### config.mk
export PLATFORM = sky130hd
export DESIGN_NAME = mmcf_unit
export DESIGN_NICKNAME = d
export VERILOG_FILES = /design/src/inc/mmcf_pkg.sv /design/src/rtl/mmcf_unit.sv
export SDC_FILE = /design/constraint.sdc
export NUM_CORES = 2
export LEC_CHECK = 0
export ABC_AREA = 0
export BUFFER_PORTS_ARGS = -buffer_cell sky130_fd_sc_hd__buf_2
export CAP_MARGIN = 20
export CORE_ASPECT_RATIO = 0.9
export CORE_MARGIN = 2
export CORE_UTILIZATION = 40
export CTS_BUF_LIST = sky130_fd_sc_hd__clkbuf_4
export DETAILED_ROUTE_END_ITERATION = 10
export MAX_ROUTING_LAYER = met4
export SYNTH_ARGS = -nofsm -noshare
export SYNTH_HDL_FRONTEND = slang
export SYNTH_SLANG_ARGS = --single-unit
### constraint.sdc
create_clock -name CORE_CLK_I -period 83.9 [get_ports CORE_CLK_I]
set_clock_uncertainty 0.2 [all_clocks]
set_input_delay 4.195 -clock CORE_CLK_I [delete_from_list [all_inputs] [get_ports CORE_CLK_I]]
set_output_delay 4.195 -clock CORE_CLK_I [all_outputs]
set_load 0.005 [all_outputs]
### src/inc/mmcf_pkg.sv
// constants, types and register map of the min/max/clip and float add/sub unit
package mmcf_pkg;

	// ****************************************************************
	// widths and operand layout
	// ****************************************************************
	localparam int DATA_W = 32;
	localparam int OPND_W = 40;
	localparam int EXT_W = 8;
	localparam int FRAC_W = 31;
	localparam int WORK_W = 64;

	// ****************************************************************
	// register byte offsets
	// ****************************************************************
	localparam logic [7:0] OFF_MODE = 8'h00;
	localparam logic [7:0] OFF_SRCA_HI = 8'h04;
	localparam logic [7:0] OFF_SRCA_EXT = 8'h08;
	localparam logic [7:0] OFF_SRCB_HI = 8'h0c;
	localparam logic [7:0] OFF_SRCB_EXT = 8'h10;
	localparam logic [7:0] OFF_CMD = 8'h14;
	localparam logic [7:0] OFF_RES_HI = 8'h18;
	localparam logic [7:0] OFF_RES_EXT = 8'h1c;
	localparam logic [7:0] OFF_STATUS = 8'h20;
	localparam logic [7:0] OFF_STICKY = 8'h24;

	// ****************************************************************
	// field positions
	// ****************************************************************
	localparam int MODE_TRUNC_BIT = 0;
	localparam int MODE_RND32_BIT = 1;
	localparam int STAT_ZERO_BIT = 0;
	localparam int STAT_OVF_BIT = 1;
	localparam int STAT_NEG_BIT = 2;
	localparam int STAT_CARRY_BIT = 3;
	localparam int STAT_SIGN_BIT = 4;
	localparam int STAT_INV_BIT = 5;
	localparam int STAT_FOP_BIT = 6;
	localparam int STAT_CMP_LSB = 24;
	localparam int STK_UNDER_BIT = 0;
	localparam int STK_FIXOVF_BIT = 1;
	localparam int STK_INV_BIT = 2;
	localparam int STK_FOVF_BIT = 3;

	// ****************************************************************
	// values after reset and float encodings
	// ****************************************************************
	localparam logic [1:0] MODE_RST = 2'h0;
	localparam logic [3:0] STICKY_RST = 4'h0;
	localparam logic [7:0] CMP_RST = 8'h00;
	localparam logic [7:0] EXP_ALL1 = 8'hff;
	localparam logic [7:0] EXP_MAXNORM = 8'hfe;
	localparam logic signed [10:0] EXP_OVF_LIM = 11'sh0ff;

	// operation codes written to the command register
	typedef enum logic [2:0] {OP_MIN, OP_MAX, OP_CLIP, OP_FADD, OP_FSUB, OP_FABSADD} mmcf_op_t;

	// live arithmetic flags
	typedef struct packed {
		logic zero;
		logic ovf;
		logic neg;
		logic carry;
		logic sign;
		logic inv;
		logic fop;
	} mmcf_flags_t;

	// float result bundle
	typedef struct packed {
		logic [OPND_W-1:0] res;
		logic inv;
		logic ovf;
		logic zero;
		logic neg;
	} mmcf_fres_t;

endpackage

### src/rtl/mmcf_unit.sv
// min/max/clip and float add/sub/abs-sum unit behind a classic wishbone slave
//
// The implementer's own choices: the placing of the registers and register access over Wishbone.
`timescale 1ns/1ps
`default_nettype none

module mmcf_unit
	import mmcf_pkg::*;
#(
	parameter int ADDR_W = 8
) (
	// clock and reset
	input wire logic CORE_CLK_I,
	input wire logic RESETN_I,
	// wishbone request
	input wire logic WB_CYC_I,
	input wire logic WB_STB_I,
	input wire logic WB_WE_I,
	input wire logic [ADDR_W-1:0] WB_ADR_I,
	input wire logic [3:0] WB_SEL_I,
	input wire logic [DATA_W-1:0] WB_DAT_I,
	// wishbone answer
	output logic [DATA_W-1:0] WB_DAT_O,
	output logic WB_ACK_O
);

	// ****************************************************************
	// elaboration checks
	// ****************************************************************
	if (ADDR_W < 8) begin : g_bad_addr
		$error("ADDR_W must be at least 8");
	end

	// ****************************************************************
	// state
	// ****************************************************************
	typedef struct packed {
		logic [1:0] mode;
		logic [OPND_W-1:0] src_a;
		logic [OPND_W-1:0] src_b;
		logic [OPND_W-1:0] res;
		mmcf_flags_t flags;
		logic [7:0] cmp_hist;
		logic [3:0] sticky;
		logic ack;
		logic [DATA_W-1:0] rdata;
	} mmcf_state_t;

	mmcf_state_t s;
	mmcf_state_t next_s;

	// ****************************************************************
	// functions
	// ****************************************************************

	// byte-lane merge of a write into a 32-bit word
	function automatic logic [31:0] merge_lanes(input logic [31:0] old,
			input logic [31:0] din, input logic [3:0] sel);
		logic [31:0] r;
		r = old;
		for (int i = 0; i < 4; i++) begin
			if (sel[i]) begin
				r[i*8 +: 8] = din[i*8 +: 8];
			end
		end
		return r;
	endfunction

	// leading zero count of a nonzero word
	function automatic logic [5:0] lead_zeros(input logic [WORK_W-1:0] v);
		logic [5:0] n;
		logic found;
		n = '0;
		found = 1'b0;
		for (int i = WORK_W - 1; i >= 0; i--) begin
			if (!found) begin
				if (v[i]) begin
					found = 1'b1;
				end else begin
					n = n + 6'd1;
				end
			end
		end
		return n;
	endfunction

	// float add, subtract and abs-of-sum on the 40-bit format
	function automatic mmcf_fres_t fp_addsub(input logic [OPND_W-1:0] a,
			input logic [OPND_W-1:0] b, input logic sub, input logic absr,
			input logic trunc, input logic rnd32);
		mmcf_fres_t r;
		logic sa, sb, sl, ss, sr;
		logic nan_a, nan_b, inf_a, inf_b;
		logic [7:0] ea, eb, el, es;
		logic [WORK_W-1:0] ma, mb, ml, ms, sh, norm;
		logic [WORK_W:0] sum;
		logic [5:0] lz;
		logic signed [10:0] e;
		logic [32:0] kept;
		logic [32:0] unit;
		logic g, st, lsb;
		r = '0;
		sa = a[OPND_W-1];
		sb = b[OPND_W-1] ^ sub;
		ea = a[38:31];
		eb = b[38:31];
		nan_a = (ea == EXP_ALL1) && (a[FRAC_W-1:0] != '0);
		nan_b = (eb == EXP_ALL1) && (b[FRAC_W-1:0] != '0);
		inf_a = (ea == EXP_ALL1) && (a[FRAC_W-1:0] == '0);
		inf_b = (eb == EXP_ALL1) && (b[FRAC_W-1:0] == '0);
		ma = (ea == 8'h00) ? '0 : {1'b1, a[FRAC_W-1:0], 32'h0};
		mb = (eb == 8'h00) ? '0 : {1'b1, b[FRAC_W-1:0], 32'h0};
		if (nan_a || nan_b) begin
			r.res = '1;
			r.inv = 1'b1;
		end else if (inf_a && inf_b && (sa != sb)) begin
			r.res = '1;
			r.inv = 1'b1;
		end else if (inf_a || inf_b) begin
			sr = inf_a ? sa : sb;
			r.res = {sr, EXP_ALL1, 31'h0};
		end else begin
			// order by magnitude so the subtraction never goes negative
			if ({eb, mb} > {ea, ma}) begin
				el = eb; ml = mb; sl = sb;
				es = ea; ms = ma; ss = sa;
			end else begin
				el = ea; ml = ma; sl = sa;
				es = eb; ms = mb; ss = sb;
			end
			sh = ms >> (el - es);
			// shifted-out bits fold into a sticky lsb
			sh[0] = sh[0] | ((ms & ((64'h1 << (el - es)) - 64'h1)) != '0);
			sum = (sl == ss) ? ({1'b0, ml} + {1'b0, sh}) : ({1'b0, ml} - {1'b0, sh});
			if (sum == '0) begin
				r.res = {sl & ss, 39'h0};
				r.zero = 1'b1;
			end else begin
				lz = '0;
				if (sum[WORK_W]) begin
					norm = sum[WORK_W:1] | {63'h0, sum[0]};
					e = $signed({3'b0, el}) + 11'sd1;
				end else begin
					lz = lead_zeros(sum[WORK_W-1:0]);
					norm = sum[WORK_W-1:0] << lz;
					e = $signed({3'b0, el}) - $signed({5'b0, lz});
				end
				if (rnd32) begin
					kept = {1'b0, norm[63:40], 8'h00};
					g = norm[39];
					st = norm[38:0] != '0;
					lsb = norm[40];
					unit = 33'h100;
				end else begin
					kept = {1'b0, norm[63:32]};
					g = norm[31];
					st = norm[30:0] != '0;
					lsb = norm[32];
					unit = 33'h1;
				end
				if (!trunc && g && (st || lsb)) begin
					kept = kept + unit;
				end
				if (kept[32]) begin
					kept = {1'b0, 32'h80000000};
					e = e + 11'sd1;
				end
				if (e >= EXP_OVF_LIM) begin
					r.ovf = 1'b1;
					if (trunc) begin
						r.res = {sl, EXP_MAXNORM, rnd32 ? {23'h7fffff, 8'h00} : 31'h7fffffff};
					end else begin
						r.res = {sl, EXP_ALL1, 31'h0};
					end
				end else if (e <= 11'sd0) begin
					r.res = {sl, 39'h0};
					r.zero = 1'b1;
				end else begin
					r.res = {sl, e[7:0], kept[30:0]};
				end
			end
		end
		// magnitude only, nan stays all ones
		if (absr && !(nan_a || nan_b) && !r.inv) begin
			r.res[OPND_W-1] = 1'b0;
		end
		r.neg = r.res[OPND_W-1] && !(nan_a || nan_b) && !r.inv && !absr;
		return r;
	endfunction

	// ****************************************************************
	// request decode
	// ****************************************************************
	logic req;
	logic wr_now;
	logic hi_zero;
	logic [7:0] adr;

	// writes land only on the edge where ack is sampled high
	assign req = WB_CYC_I & WB_STB_I;
	assign wr_now = req & s.ack & WB_WE_I;
	assign adr = WB_ADR_I[7:0];
	assign hi_zero = (WB_ADR_I >> 8) == '0;

	// ****************************************************************
	// next state
	// ****************************************************************
	always_comb begin
		logic signed [31:0] fa, fb, fix_res;
		logic [32:0] mag_a, mag_b;
		logic [31:0] w;
		mmcf_fres_t fr;
		logic [2:0] opc;
		next_s = s;
		fa = $signed(s.src_a[OPND_W-1:EXT_W]);
		fb = $signed(s.src_b[OPND_W-1:EXT_W]);
		fix_res = '0;
		mag_a = fa[31] ? 33'(-$signed({fa[31], fa})) : {1'b0, fa};
		mag_b = fb[31] ? 33'(-$signed({fb[31], fb})) : {1'b0, fb};
		w = '0;
		opc = WB_DAT_I[2:0];
		fr = fp_addsub(s.src_a, s.src_b, opc == OP_FSUB, opc == OP_FABSADD,
			s.mode[MODE_TRUNC_BIT], s.mode[MODE_RND32_BIT]);

		// registered ack, one cycle high per request
		next_s.ack = req & !s.ack;

		// read data captured on the first cycle of a read
		if (req && !s.ack && !WB_WE_I) begin
			next_s.rdata = '0;
			if (!hi_zero) begin
				next_s.rdata = '0;
			end else if (adr == OFF_MODE) begin
				next_s.rdata = {30'h0, s.mode};
			end else if (adr == OFF_SRCA_HI) begin
				next_s.rdata = s.src_a[OPND_W-1:EXT_W];
			end else if (adr == OFF_SRCA_EXT) begin
				next_s.rdata = {24'h0, s.src_a[EXT_W-1:0]};
			end else if (adr == OFF_SRCB_HI) begin
				next_s.rdata = s.src_b[OPND_W-1:EXT_W];
			end else if (adr == OFF_SRCB_EXT) begin
				next_s.rdata = {24'h0, s.src_b[EXT_W-1:0]};
			end else if (adr == OFF_RES_HI) begin
				next_s.rdata = s.res[OPND_W-1:EXT_W];
			end else if (adr == OFF_RES_EXT) begin
				next_s.rdata = {24'h0, s.res[EXT_W-1:0]};
			end else if (adr == OFF_STATUS) begin
				w[STAT_ZERO_BIT] = s.flags.zero;
				w[STAT_OVF_BIT] = s.flags.ovf;
				w[STAT_NEG_BIT] = s.flags.neg;
				w[STAT_CARRY_BIT] = s.flags.carry;
				w[STAT_SIGN_BIT] = s.flags.sign;
				w[STAT_INV_BIT] = s.flags.inv;
				w[STAT_FOP_BIT] = s.flags.fop;
				w[STAT_CMP_LSB +: 8] = s.cmp_hist;
				next_s.rdata = w;
			end else if (adr == OFF_STICKY) begin
				next_s.rdata = {28'h0, s.sticky};
			end
		end

		// register writes; unmapped addresses are acked and dropped
		if (wr_now && hi_zero) begin
			if (adr == OFF_MODE) begin
				next_s.mode = 2'(merge_lanes({30'h0, s.mode}, WB_DAT_I, WB_SEL_I));
			end else if (adr == OFF_SRCA_HI) begin
				next_s.src_a[OPND_W-1:EXT_W] = merge_lanes(s.src_a[OPND_W-1:EXT_W],
					WB_DAT_I, WB_SEL_I);
			end else if (adr == OFF_SRCA_EXT && WB_SEL_I[0]) begin
				next_s.src_a[EXT_W-1:0] = WB_DAT_I[7:0];
			end else if (adr == OFF_SRCB_HI) begin
				next_s.src_b[OPND_W-1:EXT_W] = merge_lanes(s.src_b[OPND_W-1:EXT_W],
					WB_DAT_I, WB_SEL_I);
			end else if (adr == OFF_SRCB_EXT && WB_SEL_I[0]) begin
				next_s.src_b[EXT_W-1:0] = WB_DAT_I[7:0];
			end else if (adr == OFF_STICKY && WB_SEL_I[0]) begin
				// write one to clear
				next_s.sticky = s.sticky & ~WB_DAT_I[3:0];
			end
		end

		// command write launches one operation; unknown codes do nothing
		if (wr_now && hi_zero && adr == OFF_CMD && WB_SEL_I[0]) begin
			case (opc)
				OP_MIN, OP_MAX, OP_CLIP: begin
					if (opc == OP_MIN) begin
						fix_res = (fa < fb) ? fa : fb;
					end else if (opc == OP_MAX) begin
						fix_res = (fa > fb) ? fa : fb;
					end else if (mag_a < mag_b) begin
						fix_res = fa;
					end else if (!fa[31]) begin
						fix_res = mag_b[31:0];
					end else begin
						fix_res = 32'(-$signed(mag_b));
					end
					next_s.res = {fix_res, 8'h00};
					next_s.flags = '0;
					next_s.flags.neg = fix_res[31];
					next_s.flags.zero = (fix_res == '0);
					next_s.sticky = next_s.sticky;
				end
				OP_FADD, OP_FSUB, OP_FABSADD: begin
					next_s.res = fr.res;
					next_s.flags = '0;
					next_s.flags.fop = 1'b1;
					next_s.flags.inv = fr.inv;
					next_s.flags.ovf = fr.ovf;
					next_s.flags.zero = fr.zero;
					next_s.flags.neg = fr.neg;
					if (fr.zero) begin
						next_s.sticky[STK_UNDER_BIT] = 1'b1;
					end
					if (fr.inv) begin
						next_s.sticky[STK_INV_BIT] = 1'b1;
					end
					if (fr.ovf) begin
						next_s.sticky[STK_FOVF_BIT] = 1'b1;
					end
				end
				default: begin
					next_s.res = s.res;
				end
			endcase
			next_s.cmp_hist = s.cmp_hist;
		end
	end

	// ****************************************************************
	// state register
	// ****************************************************************
	always_ff @(posedge CORE_CLK_I or negedge RESETN_I) begin
		if (!RESETN_I) begin
			s <= '0;
			s.mode <= MODE_RST;
			s.sticky <= STICKY_RST;
			s.cmp_hist <= CMP_RST;
		end else begin
			s <= next_s;
		end
	end

	// outputs straight from flops
	assign WB_DAT_O = s.rdata;
	assign WB_ACK_O = s.ack;

endmodule

`default_nettype wire

After elaboration in Yosys (flattened, before gate mapping)
Cells that the tools add are included.
{"block": "totals", "reg_bits": 166, "input_bits": 49, "output_inout_bits": 33, "elab_cells": 1208}
{"block": "classes", "add_sub_neg": 74, "order_cmp": 6, "eq_ne": 18, "shifts": 3, "mux": 1013, "n_bitwise": 15, "reduce_logical": 57}
{"operator": "$mux W6", "count": 446}
{"operator": "$mux W64", "count": 15}
{"operator": "$mux W33", "count": 15}
{"operator": "$mux W32", "count": 15}
{"operator": "$mux W1", "count": 476}
{"operator": "$add A6 B1 Y6 const B", "count": 63}
{"operator": "$mux W40", "count": 3}
{"operator": "$mux W11", "count": 10}
{"operator": "$reduce_bool A31 Y1", "count": 3}
{"operator": "$mux W8", "count": 11}
{"operator": "$pmux W40 S2", "count": 1}
{"operator": "$mux W39", "count": 2}
{"operator": "$gt A72 B72 Y1", "count": 1}
{"operator": "$neg A32 Y33", "count": 2}
{"operator": "$add A64 B64 Y65", "count": 1}
{"operator": "$logic_not A65 Y1", "count": 1}
{"operator": "$mux W65", "count": 1}
{"operator": "$sub A64 B64 Y65", "count": 1}
{"operator": "$and A64 B64 Y64", "count": 1}
{"operator": "$or A64 B1 Y64", "count": 1}
{"operator": "$reduce_bool A64 Y1", "count": 1}
{"operator": "$shl A1 B8 Y64 const A", "count": 1}
{"operator": "$shl A64 B6 Y64", "count": 1}
{"operator": "$shr A64 B8 Y64", "count": 1}
{"operator": "other kinds (49)", "count": 113}

Logic depth before layout (Yosys ltp)
{"block": "logic_depth", "ltp_word": 563, "depth_mapped": 289, "ltp_nobuf": 272}

Worst setup path after synthesis
No wires, ideal clock.
{"block": "synth_path", "kind": "register to register", "startpoint": "reg s[127] in the netlist's numbering", "endpoint": "reg s[63] in the netlist's numbering", "t_arrival_ps": 53820, "t_required_ps": 83574, "setup_slack_ps": 29754, "stages_incl_launch_ff": 279, "n_path_buf": 14, "period_less_slack_ps": 54146, "path_cell_list": "dfrtp_1 > clkbuf_1 > inv_1 > nand3_1 > or4_1 > or3_1 > clkbuf_1 > clkbuf_1 > buf_1 > ha_1 > nand4_1 > or4_4 > or3_4 > mux2_2 > o21ai_4 > a22oi_1 > ha_1 > nand2b_1 > [243 not listed] > nor2_1 > a21oi_1 > nor3_1 > a21oi_1 > o21ai_0 > ha_1 > a21o_1 > nor4_1 > a41o_1 > a22oi_1 > o2111ai_2 > nor3_2 > buf_4 > a21oi_1 > nor2_1 > buf_4 > o21a_1 > o32a_1"}
{"element": "start, declared", "line_no": "mmcf_unit.sv:49", "rtl": "mmcf_state_t s;"}
{"element": "start signal, assigned", "line_no": "mmcf_unit.sv:339", "rtl": "s <= next_s;"}

==> results.py <==
metrics = {
    "status": {
        "outcome": "complete, no violations",
    },
    "worst_setup_path": {
        "crit_path_end_kind": "flip-flop",
        "cp.required_ns": 84.28,
        "crit_path_max_fanout": 87,
        "critPathMaxStageDelay_ns": 0.83,
        "crit_type": "reg2reg",
        "crit_path_frequent_cell": "ha_1",
        "worstSetupStartpointType": "flip-flop",
        "cp.arrival_ns": 64.25,
        "worst_path_max_delay_cell": "o311ai_1",
    },
    "sta": {
        "rsz0062_at_grt": "false",
        "fin_hold_ws_ns": 0.2970,
        "slew_violations": 0,
        "period_minus_slack_ns": 63.88,
        "fin_crit_sh_pct": 76.14,
        "setup_tns_ns": 0,
        "setup_viol": 0,
        "max_slew_margin_pct": 20.10,
        "tightest_slew_ns": 1.189,
        "hold_violations": 0,
        "fmax_ghz": 0.01565,
    },
    "cts": {
        "numCtsBuffers": 17,
        "holdBufCountCts": 0,
        "htreeDepth": 4,
        "clock-sinks": 164,
        "post_cts_buffers": 0,
        "root_buffer": "clkbuf_4",
        "cts.repair.resized": 0,
        "clk_path_buf_depth": 2,
        "clk-insertion-delay-late_ns": 0.66,
        "clk_pin_slew_ns": 0.18,
        "cts_tree": "yes",
    },
    "route": {
        "vias": 42160,
        "firstDrtPassIters": 8,
        "remaining_drc_errors": 0,
        "totalWireLength_um": 165300,
        "wl_per_cell_um": 25.63,
        "via_per_inst": 6.539,
        "drt_iter0_markers": 6664,
        "ant_nets": 0,
    },
    "cells_and_area": {
        "drive_above_1_share_pct": 9.723,
        "areaGrowthSynthToFinish_pct": 3.816,
        "fillCellCount": 9900,
        "nets": 5454,
    },
    "die": {
        "start_util_pct": 40.47,
        "die_h_um": 295.2,
        "coreArea_um2": 93100,
        "die_width_um": 327.5,
        "ioPinCount": 82,
        "die-area_um2": 96660,
        "rows": 106,
    },
    "logic_synthesis": {
        "synth_edf_count": 0,
        "synth_seq_cells": 164,
        "yosys_warnings": 0,
        "synthCells": 5346,
        "synth_area_um2": 37680,
        "syn-num-nets": 5609,
        "ys_seq_area_share_pct": 10.89,
        "async_flop_share_pct": 100.0,
        "synth_cell_types": 131,
        "synthFlopType": "dfrtp_1",
        "synth.avg_cell_area_um2": 7.048,
    },
    "global_route": {
        "antenna_found_initial": 4,
        "grt_max_degree": 102,
        "grt_pass1_vias": 37960,
        "grt_pass1_wl_um": 247800,
        "grt-ovfl-total": 0,
        "grt_use_total_pct": 34.12,
    },
    "place": {
        "port_buffers": 81,
        "gp_congestion": 1.046,
        "hpwl_um": 132600,
    },
    "run": {
        "max_cap_violations": 0,
    },
    "worst_hold_path": {
        "holdCritPathClass": "reg2reg",
    },
}
## cells in the mapped netlist (63+ instances only)
master / number / area (µm²)
or3_1: 67 / 419.2
o21ai_0: 413 / 2067
mux2i_1: 217 / 2172
mux2_2: 132 / 1486
a21oi_1: 344 / 1722
dfrtp_1: 164 / 4104
nor3_1: 146 / 730.7
and3_1: 65 / 406.6
ha_1: 212 / 2653
inv_1: 216 / 810.8
nand2_1: 747 / 2804
nand4_1: 78 / 488.0
nand2b_1: 77 / 481.7
nor4_1: 63 / 394.1
nand3_1: 163 / 815.8
xor2_1: 107 / 937.2
clkbuf_1: 199 / 747.0
xnor2_1: 248 / 2172
nor2_1: 497 / 1866
## path summary, 6_finish.rpt
check / startpoint / end / slack, ns / depth (start not counted)
setup reg to reg: s[126] / s[59] / 20.02 / 269
hold reg to reg: s[35] / s[35] / 0.30 / 2
max in group asynchronous: RESETN_I / s[171] / 78.57 / 2
setup / recovery: s[126] / s[59] / 20.02 / 269
hold / removal: s[35] / s[35] / 0.30 / 2
min in group asynchronous: RESETN_I / WB_DAT_O[10] / 3.38 / 1
## kinds of logic (layout without fill, tap and decap cells)
| group | count (synthesis) | count (layout) | synth area share [%] |
|---|---|---|---|
| multiplexers | 395 | 395 | 12.44 |
| buffers and inverters | 560 | 418 | 6.469 |
| other | 2 | 4 | 0.01993 |
| flip-flops | 164 | 164 | 10.89 |
| XOR/XNOR | 384 | 384 | 9.950 |
| adder cells (fa/ha/maj) | 216 | 216 | 7.200 |
| AO/OA/AOI/OAI | 1477 | 1477 | 25.80 |
| AND/OR/NAND/NOR | 2148 | 2148 | 27.23 |
## per-layer routing
| metal | vias up | global-route usage [%] | share of wire [%] |
|---|---|---|---|
| met5 | - | - | 0 |
| met4 | 0 | 6.601 | 2.1 |
| met3 | 214 | 8.233 | 12 |
| met2 | 2300 | 47.32 | 40 |
| met1 | 20330 | 49.64 | 46 |
| li1 | 19320 | - | - |
## cell usage in the layout (no fill, tap or decap), types with 45 or more instances in the layout
cell type and n:
inv_1 214, nor4_1 63, o31ai_1 52, nand3_1 163, a21o_1 53, a21oi_1 343
a211oi_1 50, a31oi_1 45, xnor2_1 247, mux2_2 132, nor2_1 493, o21ai_0 413
xor2_1 104, dfrtp_1 163, nand2_1 747, nand4_1 78, or3_1 66, and3_1 65
o211ai_1 58, ha_1 210, buf_2 82, mux2i_1 217, nor3_1 146, nand2b_1 77
and2_1 53, buf_4 79
## through the flow
step | setup slack [ns] | util [%] | instance area (µm²) | cells
finish | 20.02 | 42.01 | 39110 | 6448
global route | 15.31 | 42.01 | 39110 | 6448
CTS | 21.11 | 41.99 | 39090 | 6443
detailed placement | 21.41 | 41.64 | 38770 | 6411
global placement | 23.05 | 41.64 | 38760 | 6410
floorplan | 29.75 | - | 37680 | 5346
## worst max-delay path, delay by kind of cell (launching register included)
kind	cells	cell delay, ns
xor gates and xnor gates	3	0.56
buffers and inverters	20	3.78
DFF	1	0.54
adders and majority gates	63	19.73
AOI/OAI and AO/OA	87	19.62
and+or+nand+nor	65	13.43
muxes	31	5.74
## layout make-up
class | instances | area, µm² | area share (%)
multi-input cells | 4622 | 31270 | 79.95
flip-flops and latches | 164 | 4105 | 10.50
well taps | 1242 | 1554 | 3.973
repair buffers | 163 | 1020 | 2.607
inverters | 223 | 837.1 | 2.140
clock inverters | 15 | 193.9 | 0.4958
clock buffers | 17 | 127.6 | 0.3263
diodes | 2 | 5.005 | 0.01280
## flip-flops by register name, summed over array words and instances (netlist names)
signal,cells
WB_DAT_O,32
s,131
WB_ACK_O,1
Power is left out: the tool's default activity adds up to more than one toggle a clock period on the data nets, which glitch-free logic cannot reach.
